==> src/include/ppc_pkg.sv <==
// Constants, types and register map of the port pad configuration block
package ppc_pkg;

  ////////////////////////////////////////////////////////////////////////////
  // Widths
  localparam int unsigned PPC_AW = 16;
  localparam int unsigned PPC_DW = 8;
  localparam int unsigned PPC_SYNC_STAGES = 2;

  ////////////////////////////////////////////////////////////////////////////
  // Register offsets
  localparam logic [PPC_AW-1:0] PPC_OFF_PULL_EN_H = 16'h0264;
  localparam logic [PPC_AW-1:0] PPC_OFF_PULL_POL_H = 16'h0265;
  localparam logic [PPC_AW-1:0] PPC_OFF_OPEN_DRAIN_H = 16'h0266;
  localparam logic [PPC_AW-1:0] PPC_OFF_RSVD_LO = 16'h0267;
  localparam logic [PPC_AW-1:0] PPC_OFF_RSVD_HI = 16'h0270;
  localparam logic [PPC_AW-1:0] PPC_OFF_AD_DATA = 16'h0271;
  localparam logic [PPC_AW-1:0] PPC_OFF_RSVD_AD0 = 16'h0272;
  localparam logic [PPC_AW-1:0] PPC_OFF_AD_DIR = 16'h0273;
  localparam logic [PPC_AW-1:0] PPC_OFF_RSVD_AD1 = 16'h0274;
  localparam logic [PPC_AW-1:0] PPC_OFF_AD_REDUCE = 16'h0275;
  localparam logic [PPC_AW-1:0] PPC_OFF_RSVD_AD2 = 16'h0276;

  ////////////////////////////////////////////////////////////////////////////
  // Reset values
  localparam logic [PPC_DW-1:0] PPC_RST_PULL_EN_H = 8'hff;
  localparam logic [PPC_DW-1:0] PPC_RST_PULL_POL_H = 8'h00;
  localparam logic [PPC_DW-1:0] PPC_RST_OPEN_DRAIN_H = 8'h00;
  localparam logic [PPC_DW-1:0] PPC_RST_AD_DATA = 8'h00;
  localparam logic [PPC_DW-1:0] PPC_RST_AD_DIR = 8'h00;
  localparam logic [PPC_DW-1:0] PPC_RST_AD_REDUCE = 8'h00;
  localparam logic [PPC_DW-1:0] PPC_RSVD_READ = 8'h00;

  ////////////////////////////////////////////////////////////////////////////
  // Timing
  localparam int unsigned PPC_DIR_SETTLE_CYC = 2;

  ////////////////////////////////////////////////////////////////////////////
  // Types
  typedef logic [PPC_DW-1:0] ppc_byte_t;

  typedef struct packed {
    logic [PPC_AW-1:0] addr;
    ppc_byte_t wdata;
    logic wr;
    logic rd;
  } ppc_bus_req_s;

  typedef struct packed {
    ppc_byte_t out;
    ppc_byte_t oe;
    ppc_byte_t pull_up;
    ppc_byte_t pull_down;
  } ppc_port_h_pad_s;

  typedef struct packed {
    ppc_byte_t out;
    ppc_byte_t oe;
    ppc_byte_t reduced;
    ppc_byte_t in_en;
  } ppc_port_ad_pad_s;

  typedef enum logic [1:0] {
    PPC_RD_IDLE,
    PPC_RD_REG,
    PPC_RD_ZERO
  } ppc_rd_kind_e;

endpackage

==> src/verilog/ppc_sync.sv <==
// Two-stage input synchronizer for pad input levels
`timescale 1ns/100ps
`default_nettype none
module ppc_sync #(
  parameter int unsigned WIDTH = 8
) (
  // Clock and reset
  input wire logic clk_sys_i,
  input wire logic rst_i,
  // Data
  input wire logic [WIDTH-1:0] async_i,
  output logic [WIDTH-1:0] sync_o
);
  import ppc_pkg::*;

  logic [WIDTH-1:0] meta_r;
  logic [WIDTH-1:0] sync_r;

  ////////////////////////////////////////////////////////////////////////////
  // One flop pair per bit
  for (genvar g = 0; g < WIDTH; g++) begin : g_bit
    always_ff @(posedge clk_sys_i or posedge rst_i) begin
      if (rst_i) begin
        meta_r[g] <= 1'b0;
        sync_r[g] <= 1'b0;
      end else begin
        meta_r[g] <= async_i[g];
        sync_r[g] <= meta_r[g];
      end
    end
  end

  assign sync_o = sync_r;

endmodule
`default_nettype wire

==> src/verilog/ppc_port_pad_config.sv <==
// Pad control for port H pull and open-drain modes and the analog-shared port
//
// Design decision made here: strobed register access.
`timescale 1ns/100ps
`default_nettype none
module ppc_port_pad_config (
  // Clock and reset
  input wire logic clk_sys_i,
  input wire logic rst_i,
  // Register port
  input wire ppc_pkg::ppc_bus_req_s bus_i,
  output ppc_pkg::ppc_byte_t rdata_o,
  // Port H drive from the port data logic
  input wire ppc_pkg::ppc_byte_t ph_data_i,
  input wire ppc_pkg::ppc_byte_t ph_dir_i,
  // Port H pads
  output ppc_pkg::ppc_port_h_pad_s ph_pad_o,
  // Converter side of the analog-shared port
  input wire ppc_pkg::ppc_byte_t converter_input_sel_i,
  input wire ppc_pkg::ppc_byte_t converter_digital_input_enable_i,
  // Analog-shared port pads
  input wire ppc_pkg::ppc_byte_t ad_pin_i,
  output ppc_pkg::ppc_port_ad_pad_s ad_pad_o
);
  import ppc_pkg::*;

  ////////////////////////////////////////////////////////////////////////////
  // Decode helpers
  function automatic logic ppc_hit(input logic [PPC_AW-1:0] addr, input logic [PPC_AW-1:0] off);
    ppc_hit = (addr == off);
  endfunction

  function automatic logic ppc_is_rsvd(input logic [PPC_AW-1:0] addr);
    ppc_is_rsvd = ((addr >= PPC_OFF_RSVD_LO) && (addr <= PPC_OFF_RSVD_HI)) ||
                  (addr == PPC_OFF_RSVD_AD0) || (addr == PPC_OFF_RSVD_AD1) ||
                  (addr == PPC_OFF_RSVD_AD2);
  endfunction

  ////////////////////////////////////////////////////////////////////////////
  // Registers
  ppc_byte_t pull_enable_h_r;
  ppc_byte_t pull_polarity_select_h_r;
  ppc_byte_t open_drain_mode_h_r;
  ppc_byte_t analog_port_data_r;
  ppc_byte_t analog_port_direction_r;
  ppc_byte_t analog_port_drive_reduce_r;
  ppc_byte_t rdata_r;
  ppc_byte_t rdata_nxt;
  ppc_rd_kind_e rd_kind;

  ppc_byte_t ad_pin_sync;
  ppc_byte_t ad_gpio;
  ppc_byte_t ad_oe;
  ppc_byte_t ad_in_en;
  ppc_byte_t ad_readback;
  ppc_byte_t ph_oe;
  ppc_byte_t ph_out;

  ////////////////////////////////////////////////////////////////////////////
  // Port H pull enable
  always_ff @(posedge clk_sys_i or posedge rst_i) begin
    if (rst_i) begin
      pull_enable_h_r <= PPC_RST_PULL_EN_H;
    end else if (bus_i.wr && ppc_hit(bus_i.addr, PPC_OFF_PULL_EN_H)) begin
      pull_enable_h_r <= bus_i.wdata;
    end
  end

  // Port H pull polarity
  always_ff @(posedge clk_sys_i or posedge rst_i) begin
    if (rst_i) begin
      pull_polarity_select_h_r <= PPC_RST_PULL_POL_H;
    end else if (bus_i.wr && ppc_hit(bus_i.addr, PPC_OFF_PULL_POL_H)) begin
      pull_polarity_select_h_r <= bus_i.wdata;
    end
  end

  // Port H open-drain mode
  always_ff @(posedge clk_sys_i or posedge rst_i) begin
    if (rst_i) begin
      open_drain_mode_h_r <= PPC_RST_OPEN_DRAIN_H;
    end else if (bus_i.wr && ppc_hit(bus_i.addr, PPC_OFF_OPEN_DRAIN_H)) begin
      open_drain_mode_h_r <= bus_i.wdata;
    end
  end

  // Analog-shared port data
  always_ff @(posedge clk_sys_i or posedge rst_i) begin
    if (rst_i) begin
      analog_port_data_r <= PPC_RST_AD_DATA;
    end else if (bus_i.wr && ppc_hit(bus_i.addr, PPC_OFF_AD_DATA)) begin
      analog_port_data_r <= bus_i.wdata;
    end
  end

  // Analog-shared port direction
  always_ff @(posedge clk_sys_i or posedge rst_i) begin
    if (rst_i) begin
      analog_port_direction_r <= PPC_RST_AD_DIR;
    end else if (bus_i.wr && ppc_hit(bus_i.addr, PPC_OFF_AD_DIR)) begin
      analog_port_direction_r <= bus_i.wdata;
    end
  end

  // Analog-shared port reduced drive
  always_ff @(posedge clk_sys_i or posedge rst_i) begin
    if (rst_i) begin
      analog_port_drive_reduce_r <= PPC_RST_AD_REDUCE;
    end else if (bus_i.wr && ppc_hit(bus_i.addr, PPC_OFF_AD_REDUCE)) begin
      analog_port_drive_reduce_r <= bus_i.wdata;
    end
  end

  ////////////////////////////////////////////////////////////////////////////
  // Analog-shared pin input path
  ppc_sync #(
    .WIDTH(PPC_DW)
  ) u_ad_sync (
    .clk_sys_i(clk_sys_i),
    .rst_i(rst_i),
    .async_i(ad_pin_i),
    .sync_o(ad_pin_sync)
  );

  always_comb begin
    ad_gpio = ~converter_input_sel_i;
    ad_oe = ad_gpio & analog_port_direction_r;
    ad_in_en = ad_gpio & converter_digital_input_enable_i;
    // Input bits read the synchronized pin, so a direction change shows late
    ad_readback = (analog_port_direction_r & analog_port_data_r) |
                  (~analog_port_direction_r & ad_pin_sync & ad_in_en);
  end

  ////////////////////////////////////////////////////////////////////////////
  // Register readback
  always_comb begin
    rd_kind = PPC_RD_IDLE;
    if (bus_i.rd) begin
      rd_kind = ppc_is_rsvd(bus_i.addr) ? PPC_RD_ZERO : PPC_RD_REG;
    end
  end

  always_comb begin
    rdata_nxt = PPC_RSVD_READ;
    case (rd_kind)
      PPC_RD_REG: begin
        if (ppc_hit(bus_i.addr, PPC_OFF_PULL_EN_H)) begin
          rdata_nxt = pull_enable_h_r;
        end else if (ppc_hit(bus_i.addr, PPC_OFF_PULL_POL_H)) begin
          rdata_nxt = pull_polarity_select_h_r;
        end else if (ppc_hit(bus_i.addr, PPC_OFF_OPEN_DRAIN_H)) begin
          rdata_nxt = open_drain_mode_h_r;
        end else if (ppc_hit(bus_i.addr, PPC_OFF_AD_DATA)) begin
          rdata_nxt = ad_readback;
        end else if (ppc_hit(bus_i.addr, PPC_OFF_AD_DIR)) begin
          rdata_nxt = analog_port_direction_r;
        end else if (ppc_hit(bus_i.addr, PPC_OFF_AD_REDUCE)) begin
          rdata_nxt = analog_port_drive_reduce_r;
        end else begin
          rdata_nxt = PPC_RSVD_READ;
        end
      end
      PPC_RD_ZERO: begin
        rdata_nxt = PPC_RSVD_READ;
      end
      PPC_RD_IDLE: begin
        rdata_nxt = PPC_RSVD_READ;
      end
      default: begin
        rdata_nxt = PPC_RSVD_READ;
      end
    endcase
  end

  // Read data stand one cycle after the strobe only
  always_ff @(posedge clk_sys_i or posedge rst_i) begin
    if (rst_i) begin
      rdata_r <= PPC_RSVD_READ;
    end else begin
      rdata_r <= rdata_nxt;
    end
  end

  assign rdata_o = rdata_r;

  ////////////////////////////////////////////////////////////////////////////
  // Port H output buffers
  always_comb begin
    // Open-drain bits drive low only; push-pull drives both levels
    ph_out = ph_data_i & ~open_drain_mode_h_r;
    ph_oe = ph_dir_i & (~open_drain_mode_h_r | ~ph_data_i);
  end

  // Port H pads
  always_ff @(posedge clk_sys_i or posedge rst_i) begin
    if (rst_i) begin
      ph_pad_o <= '0;
    end else begin
      ph_pad_o.out <= ph_out;
      ph_pad_o.oe <= ph_oe;
      ph_pad_o.pull_up <= pull_enable_h_r & ~pull_polarity_select_h_r & ~ph_dir_i;
      ph_pad_o.pull_down <= pull_enable_h_r & pull_polarity_select_h_r & ~ph_dir_i;
    end
  end

  ////////////////////////////////////////////////////////////////////////////
  // Analog-shared pads
  always_ff @(posedge clk_sys_i or posedge rst_i) begin
    if (rst_i) begin
      ad_pad_o <= '0;
    end else begin
      ad_pad_o.out <= analog_port_data_r & ad_oe;
      ad_pad_o.oe <= ad_oe;
      ad_pad_o.reduced <= analog_port_drive_reduce_r & ad_oe;
      ad_pad_o.in_en <= ad_in_en;
    end
  end

endmodule
`default_nettype wire

==> config.mk <==
export PLATFORM = sky130hd
export DESIGN_NAME = ppc_port_pad_config
export DESIGN_NICKNAME = d
export VERILOG_FILES = /design/src/include/ppc_pkg.sv /design/src/verilog/ppc_sync.sv /design/src/verilog/ppc_port_pad_config.sv
export SDC_FILE = /design/constraint.sdc
export NUM_CORES = 1
export LEC_CHECK = 0
export BUFFER_PORTS_ARGS = -buffer_cell sky130_fd_sc_hd__buf_2
export CAP_MARGIN = 20
export CORE_MARGIN = 1.5
export CORE_UTILIZATION = 50
export DETAILED_ROUTE_END_ITERATION = 6
export PLACE_DENSITY = 0.83
export SLEW_MARGIN = 10
export SYNTH_ARGS = -nofsm -noshare
export SYNTH_HDL_FRONTEND = slang
export SYNTH_SLANG_ARGS = --single-unit
==> constraint.sdc <==
create_clock -name clk_sys_i -period 5.85 [get_ports clk_sys_i]
set_input_delay 0.8775 -clock clk_sys_i [delete_from_list [all_inputs] [get_ports clk_sys_i]]
set_output_delay 0.8775 -clock clk_sys_i [all_outputs]
set_load 0.03 [all_outputs]
Word-level counts from Yosys, hierarchy flattened
Cells that the tools add are included.

storage, ports and cells
  flip-flop bits (word level) = 136
  output and inout port bits = 72
  input port bits = 68
  word-level logic and storage cells = 83

cells by class
  $lt $le $gt $ge = 2
  reduce and logical (&&, ||, !) cells = 10
  bitwise operators = 21
  multiplexer cells = 9
  eq/ne operators = 10

operator list
  cell                                                   number
  == test 16 x 10 -> 1 bit, second input constant        9
  AND 8 bit                                              13
  two-way mux 8 bit                                      7
  inverter 8 bit                                         6
  >= comparator 16 x 10 -> 1 bit, second input constant  1
  <= comparator 16 x 10 -> 1 bit, second input constant  1
  OR 8 bit                                               2
  logical AND 1 bit                                      7
  two-way mux 2 bit                                      2
  logical OR 1 bit                                       3
  == test 2 x 1 -> 1 bit, second input constant          1

Longest topological paths before layout
  depth in word-level cells = 9
  depth in mapped cells = 6
  depth with buffers taken out = 4

Modules after synthesis
A second synthesis with hierarchy kept.

second synthesis, totals
  cells, all modules = 373
  area, all modules = 5,159.9 um^2

modules (own cells, without submodules)
  module               area an instance (um^2)  cells each  times used  seq. area each (um^2)
  ppc_port_pad_config  4,755.8                  356         1           3,012.9
  ppc_sync             404.1                    17          1           400.4

Worst setup path before layout
Ideal clock, no wire load.

  path kind = input -> register
  from = input port bus_i[22] (netlist name)
  to = register pull_polarity_select_h_r[0]
  data arrival time = 2,172 ps
  buffers on the path = 2
  required time = 5,725 ps
  setup time = 125 ps
  cell stages on the path = 6
  path slack = 3,553 ps
  cells stage by stage = nor4_4 and4_2 buf_6 and3_1 buf_6 mux2_2

on the way
  longest elaborated chain between the ends = 2

ends and longest elaborated chain
  element                   RTL line                   text
  from (decl)               ppc_port_pad_config.sv:11  input wire ppc_pkg::ppc_bus_req_s bus_i,
  == test 16 x 10 -> 1 bit  ppc_port_pad_config.sv:30  ppc_hit = (addr == off);
  logical AND 1 bit         ppc_port_pad_config.sv:73  end else if (bus_i.wr && ppc_hit(bus_i.addr, PPC_OFF_PULL_POL_H)) begin
  to (signal assigned)      ppc_port_pad_config.sv:74  pull_polarity_select_h_r <= bus_i.wdata;
  to (decl)                 ppc_port_pad_config.sv:42  ppc_byte_t pull_polarity_select_h_r;

No other way between the ends.
A chain may end at the register's enable or synchronous reset.

Worst setup path after layout
  from = input port bus_i[11] (netlist name)
  to = register rdata_r[4], in the netlist rdata_o[4]

on the way
  longest elaborated chain between the ends = 9
  elaborated cells between the ends (all ways) = 25
  those cells by class = order compare: 2; eq/ne: 10; mux: 9; reduce/logical: 4

ends and longest elaborated chain
  element                                                                           RTL line                    text
  >= comparator 16 x 10 -> 1 bit or <= comparator 16 x 10 -> 1 bit (tied branches)  ppc_port_pad_config.sv:34   ppc_is_rsvd = ((addr >= PPC_OFF_RSVD_LO) && (addr <= PPC_OFF_RSVD_HI)) ||
  logical AND 1 bit                                                                 ppc_port_pad_config.sv:34
  logical OR 1 bit                                                                  ppc_port_pad_config.sv:34
  logical OR 1 bit (2 in series)                                                    ppc_port_pad_config.sv:35   (addr == PPC_OFF_RSVD_AD0) || (addr == PPC_OFF_RSVD_AD1) ||
  two-way mux 2 bit                                                                 ppc_port_pad_config.sv:139  rd_kind = ppc_is_rsvd(bus_i.addr) ? PPC_RD_ZERO : PPC_RD_REG;
  two-way mux 2 bit                                                                 ppc_port_pad_config.sv:138  if (bus_i.rd) begin
  == test 2 x 1 -> 1 bit                                                            n/a
  two-way mux 8 bit *                                                               ppc_port_pad_config.sv:145  case (rd_kind)
  via rdata_nxt[4]                                                                  ppc_port_pad_config.sv:48   ppc_byte_t rdata_nxt;
  to (signal assigned)                                                              ppc_port_pad_config.sv:180  rdata_r <= rdata_nxt;
  to (decl)                                                                         ppc_port_pad_config.sv:47   ppc_byte_t rdata_r;

The timed path passes the listed nets; every way through them passes the cells marked *.

==> results.py <==
metrics = {
    "outcome": {
        "outcome": "complete, no violations",
    },
    "clocking": {
        "cts_hold_buf": 0,
        "cts_max_level": 4,
        "path_clk_slew_ps": 60,
        "clock_latency_ps": 520,
        "cts_tree": "done",
        "ctsResizeCount": 0,
        "postCtsSetupBuffers": 0,
        "ctsLongestPathBuffers": 2,
        "numCtsBuffers": 17,
        "root_buffer": "clkbuf_8",
        "cts_num_sinks": 136,
    },
    "die": {
        "die_w_um": 106,
        "die_h_um": 106,
        "dieArea_mm2": 0.0112,
        "pin_count": 140,
        "initial_utilization": 0.513,
        "rows": 37,
        "core_mm2": 0.0103,
    },
    "sta": {
        "rsz0062_at_grt": "no",
        "hold_viol": 0,
        "tns_ps": 0,
        "period_share": 0.431,
        "slew_headroom": 0.286,
        "worst_pin_slew_ps": 1060,
        "setup_viol": 0,
        "period_minus_slack_ps": 2520,
        "fin_worst_skew_ps": 7.72,
        "fmax_mhz": 397,
        "report.final.slew_viol_count": 0,
    },
    "finish": {
        "post-route-util": 0.644,
        "n_antenna_cell": 0,
        "layout_common_cells": "buf_2, dfrtp_1, mux2_2",
        "drive_gt1_frac": 0.447,
        "syn_to_final_growth_pct": 25.6,
        "nets": 588,
        "layout_commonest_cell": "buf_2",
    },
    "worst_setup_path": {
        "timing.rr.end": "rdata_o[4]",
        "critical_path_required_ps": 6170,
        "end_kind": "flip-flop",
        "ff2ff_setup_slack_ps": 4530,
        "start_kind": "input pin",
        "worst-setup-path-type": "input pin to flip-flop",
        "rr_worst_depth": 4,
        "cp_max_fo": 21,
        "r2r-start": "analog_port_direction_r[4]",
        "arrival_ps": 2840,
    },
    "global_route": {
        "grt_util_all_layers": 0.219,
        "antenna_found_initial": 0,
        "grt_pass1_wl_um": 18200,
        "grt_max_degree": 72,
        "grt_overflow": 0,
        "grt_pass1_vias": 3492,
    },
    "hold_path": {
        "hold_path_startpoint": "u_ad_sync.meta_r[5]",
        "holdPathStages": 0,
        "hold_class": "flip-flop to flip-flop",
        "min_to": "u_ad_sync.sync_o[5]",
    },
    "placement": {
        "place.port_buffers": 139,
        "place.gp.congestion": 0.791,
        "place_hpwl_um": 8060,
    },
    "synthesis": {
        "yosys.area_share.simple": 0.147,
        "synth_cells": 373,
        "synthXorXnorAreaFrac": 0,
        "yosysUniqueCellTypes": 44,
        "synthAdderAreaFrac": 0,
        "muxShareOfSynthArea": 0.103,
        "yosys_warnings": 0,
        "synth_fp_nets": 441,
        "synth_edf_count": 0,
        "synth-main-ff-cell": "dfrtp_1",
        "synth_compound_area_frac": 0.0736,
        "syn-cell-area_mm2": 0.00527,
        "synthArstFlopShare": 1.00,
        "ys_seq_elements": 136,
        "synth_top_family_by_area": "simple AND/OR/NAND/NOR gates",
        "syn_avg_cell_area_um2": 14.1,
        "ys_seq_area_frac": 0.648,
    },
    "drt": {
        "wl_per_cell_um": 17.2,
        "dr_total_vias": 3555,
        "drtAntennaViolNets": 0,
        "drtPass1Iterations": 4,
        "wl_um": 11500,
        "drc": 0,
        "drtIter0Drc": 227,
        "viasPerCell": 5.31,
    },
    "power_and_ir_drop": {
        "leakage_nw": 3.40,
        "power_density_mw_per_mm2": 313,
        "ir_drop_uv": 155,
    },
    "flow_run": {
        "drv_cap": 0,
    },
}
[how the worst max path moves through the flow]
stage	startpoint	to	slack, ps
after floorplan	rst_i	ad_pad_o[0]	1350
after detailed placement	bus_i[11]	rdata_o[3]	2900
after CTS	bus_i[11]	rdata_o[2]	3420
after global routing	bus_i[11]	rdata_o[3]	3200
final	bus_i[11]	rdata_o[4]	3330
after global placement	bus_i[11]	rdata_o[7]	3000
[logic make-up after synthesis]
kind of cell           count (synthesis)
AOI/OAI and AO/OA                     52
buffers and inverters                 27
DFF                                  136
muxes                                 48
and+or+nand+nor                      110
[metal layers]
layer | share of wire | GRT usage
met5 | 0 | 0
met4 | 0.016 | 0.0782
met2 | 0.50 | 0.350
met1 | 0.42 | 0.283
met3 | 0.068 | 0.0693
[layout make-up]
cell class | count | area, um2
fillers | 810 | 3660
flip-flops and latches | 136 | 3410
multi-input cells | 210 | 1700
repair buffers | 140 | 703
clock buffers | 23 | 467
well taps | 136 | 170
clock inverters | 9 | 100
inverters | 15 | 61.3
[flip-flops by register name (all words and copies together), names as in the netlist]
signal                      count
u_ad_sync.meta_r                8
analog_port_drive_reduce_r      8
ph_pad_o                       32
u_ad_sync.sync_o                8
analog_port_direction_r         8
analog_port_data_r              8
pull_enable_h_r                 8
rdata_o                         8
open_drain_mode_h_r             8
ad_pad_o                       32
pull_polarity_select_h_r        8
[critical path, cell delays in order]
cell      delay (ps)
buf_2            310
and2_1           470
a211oi_1         140
o31ai_1          860
a221oi_1         170
[power by group]
part	internal (W)	switching, W	leakage (nW)
Clock	0.000636	0.000374	0.278
Sequential	0.000956	0.00000335	1.79
Combinational	0.0000339	0.0000709	1.34
Total	0.00163	0.000449	3.40
[metrics by stage]
step | power, W | hold WS (ps) | worst slack [ps] | instance area, um2 | instances
after floorplan | 0.00103 | 331 | 1350 | 5270 | 373
after global placement | 0.00108 | 334 | 3000 | 6050 | 637
after detailed placement | 0.00108 | 336 | 2900 | 6050 | 637
after CTS | 0.00209 | 349 | 3420 | 6620 | 669
after global routing | 0.00215 | 355 | 3200 | 6620 | 669
final | 0.00207 | 348 | 3330 | 6620 | 669
[synth_stat cells (5+ instances only)]
master	number	area share
a21boi_0	8	0.011
a21oi_1	9	0.0085
a221oi_1	7	0.012
a22o_1	7	0.012
a22oi_1	7	0.010
and2_1	17	0.020
and3_1	8	0.0095
buf_6	5	0.011
dfrtp_1	128	0.61
dfstp_2	8	0.040
inv_1	15	0.011
mux2_2	48	0.10
nand2b_1	7	0.0083
nor2_1	9	0.0064
nor2b_1	33	0.039
nor3_1	8	0.0076
nor3b_1	8	0.011
o221ai_1	7	0.012
Note: power is estimated with default switching activity, not from simulation.
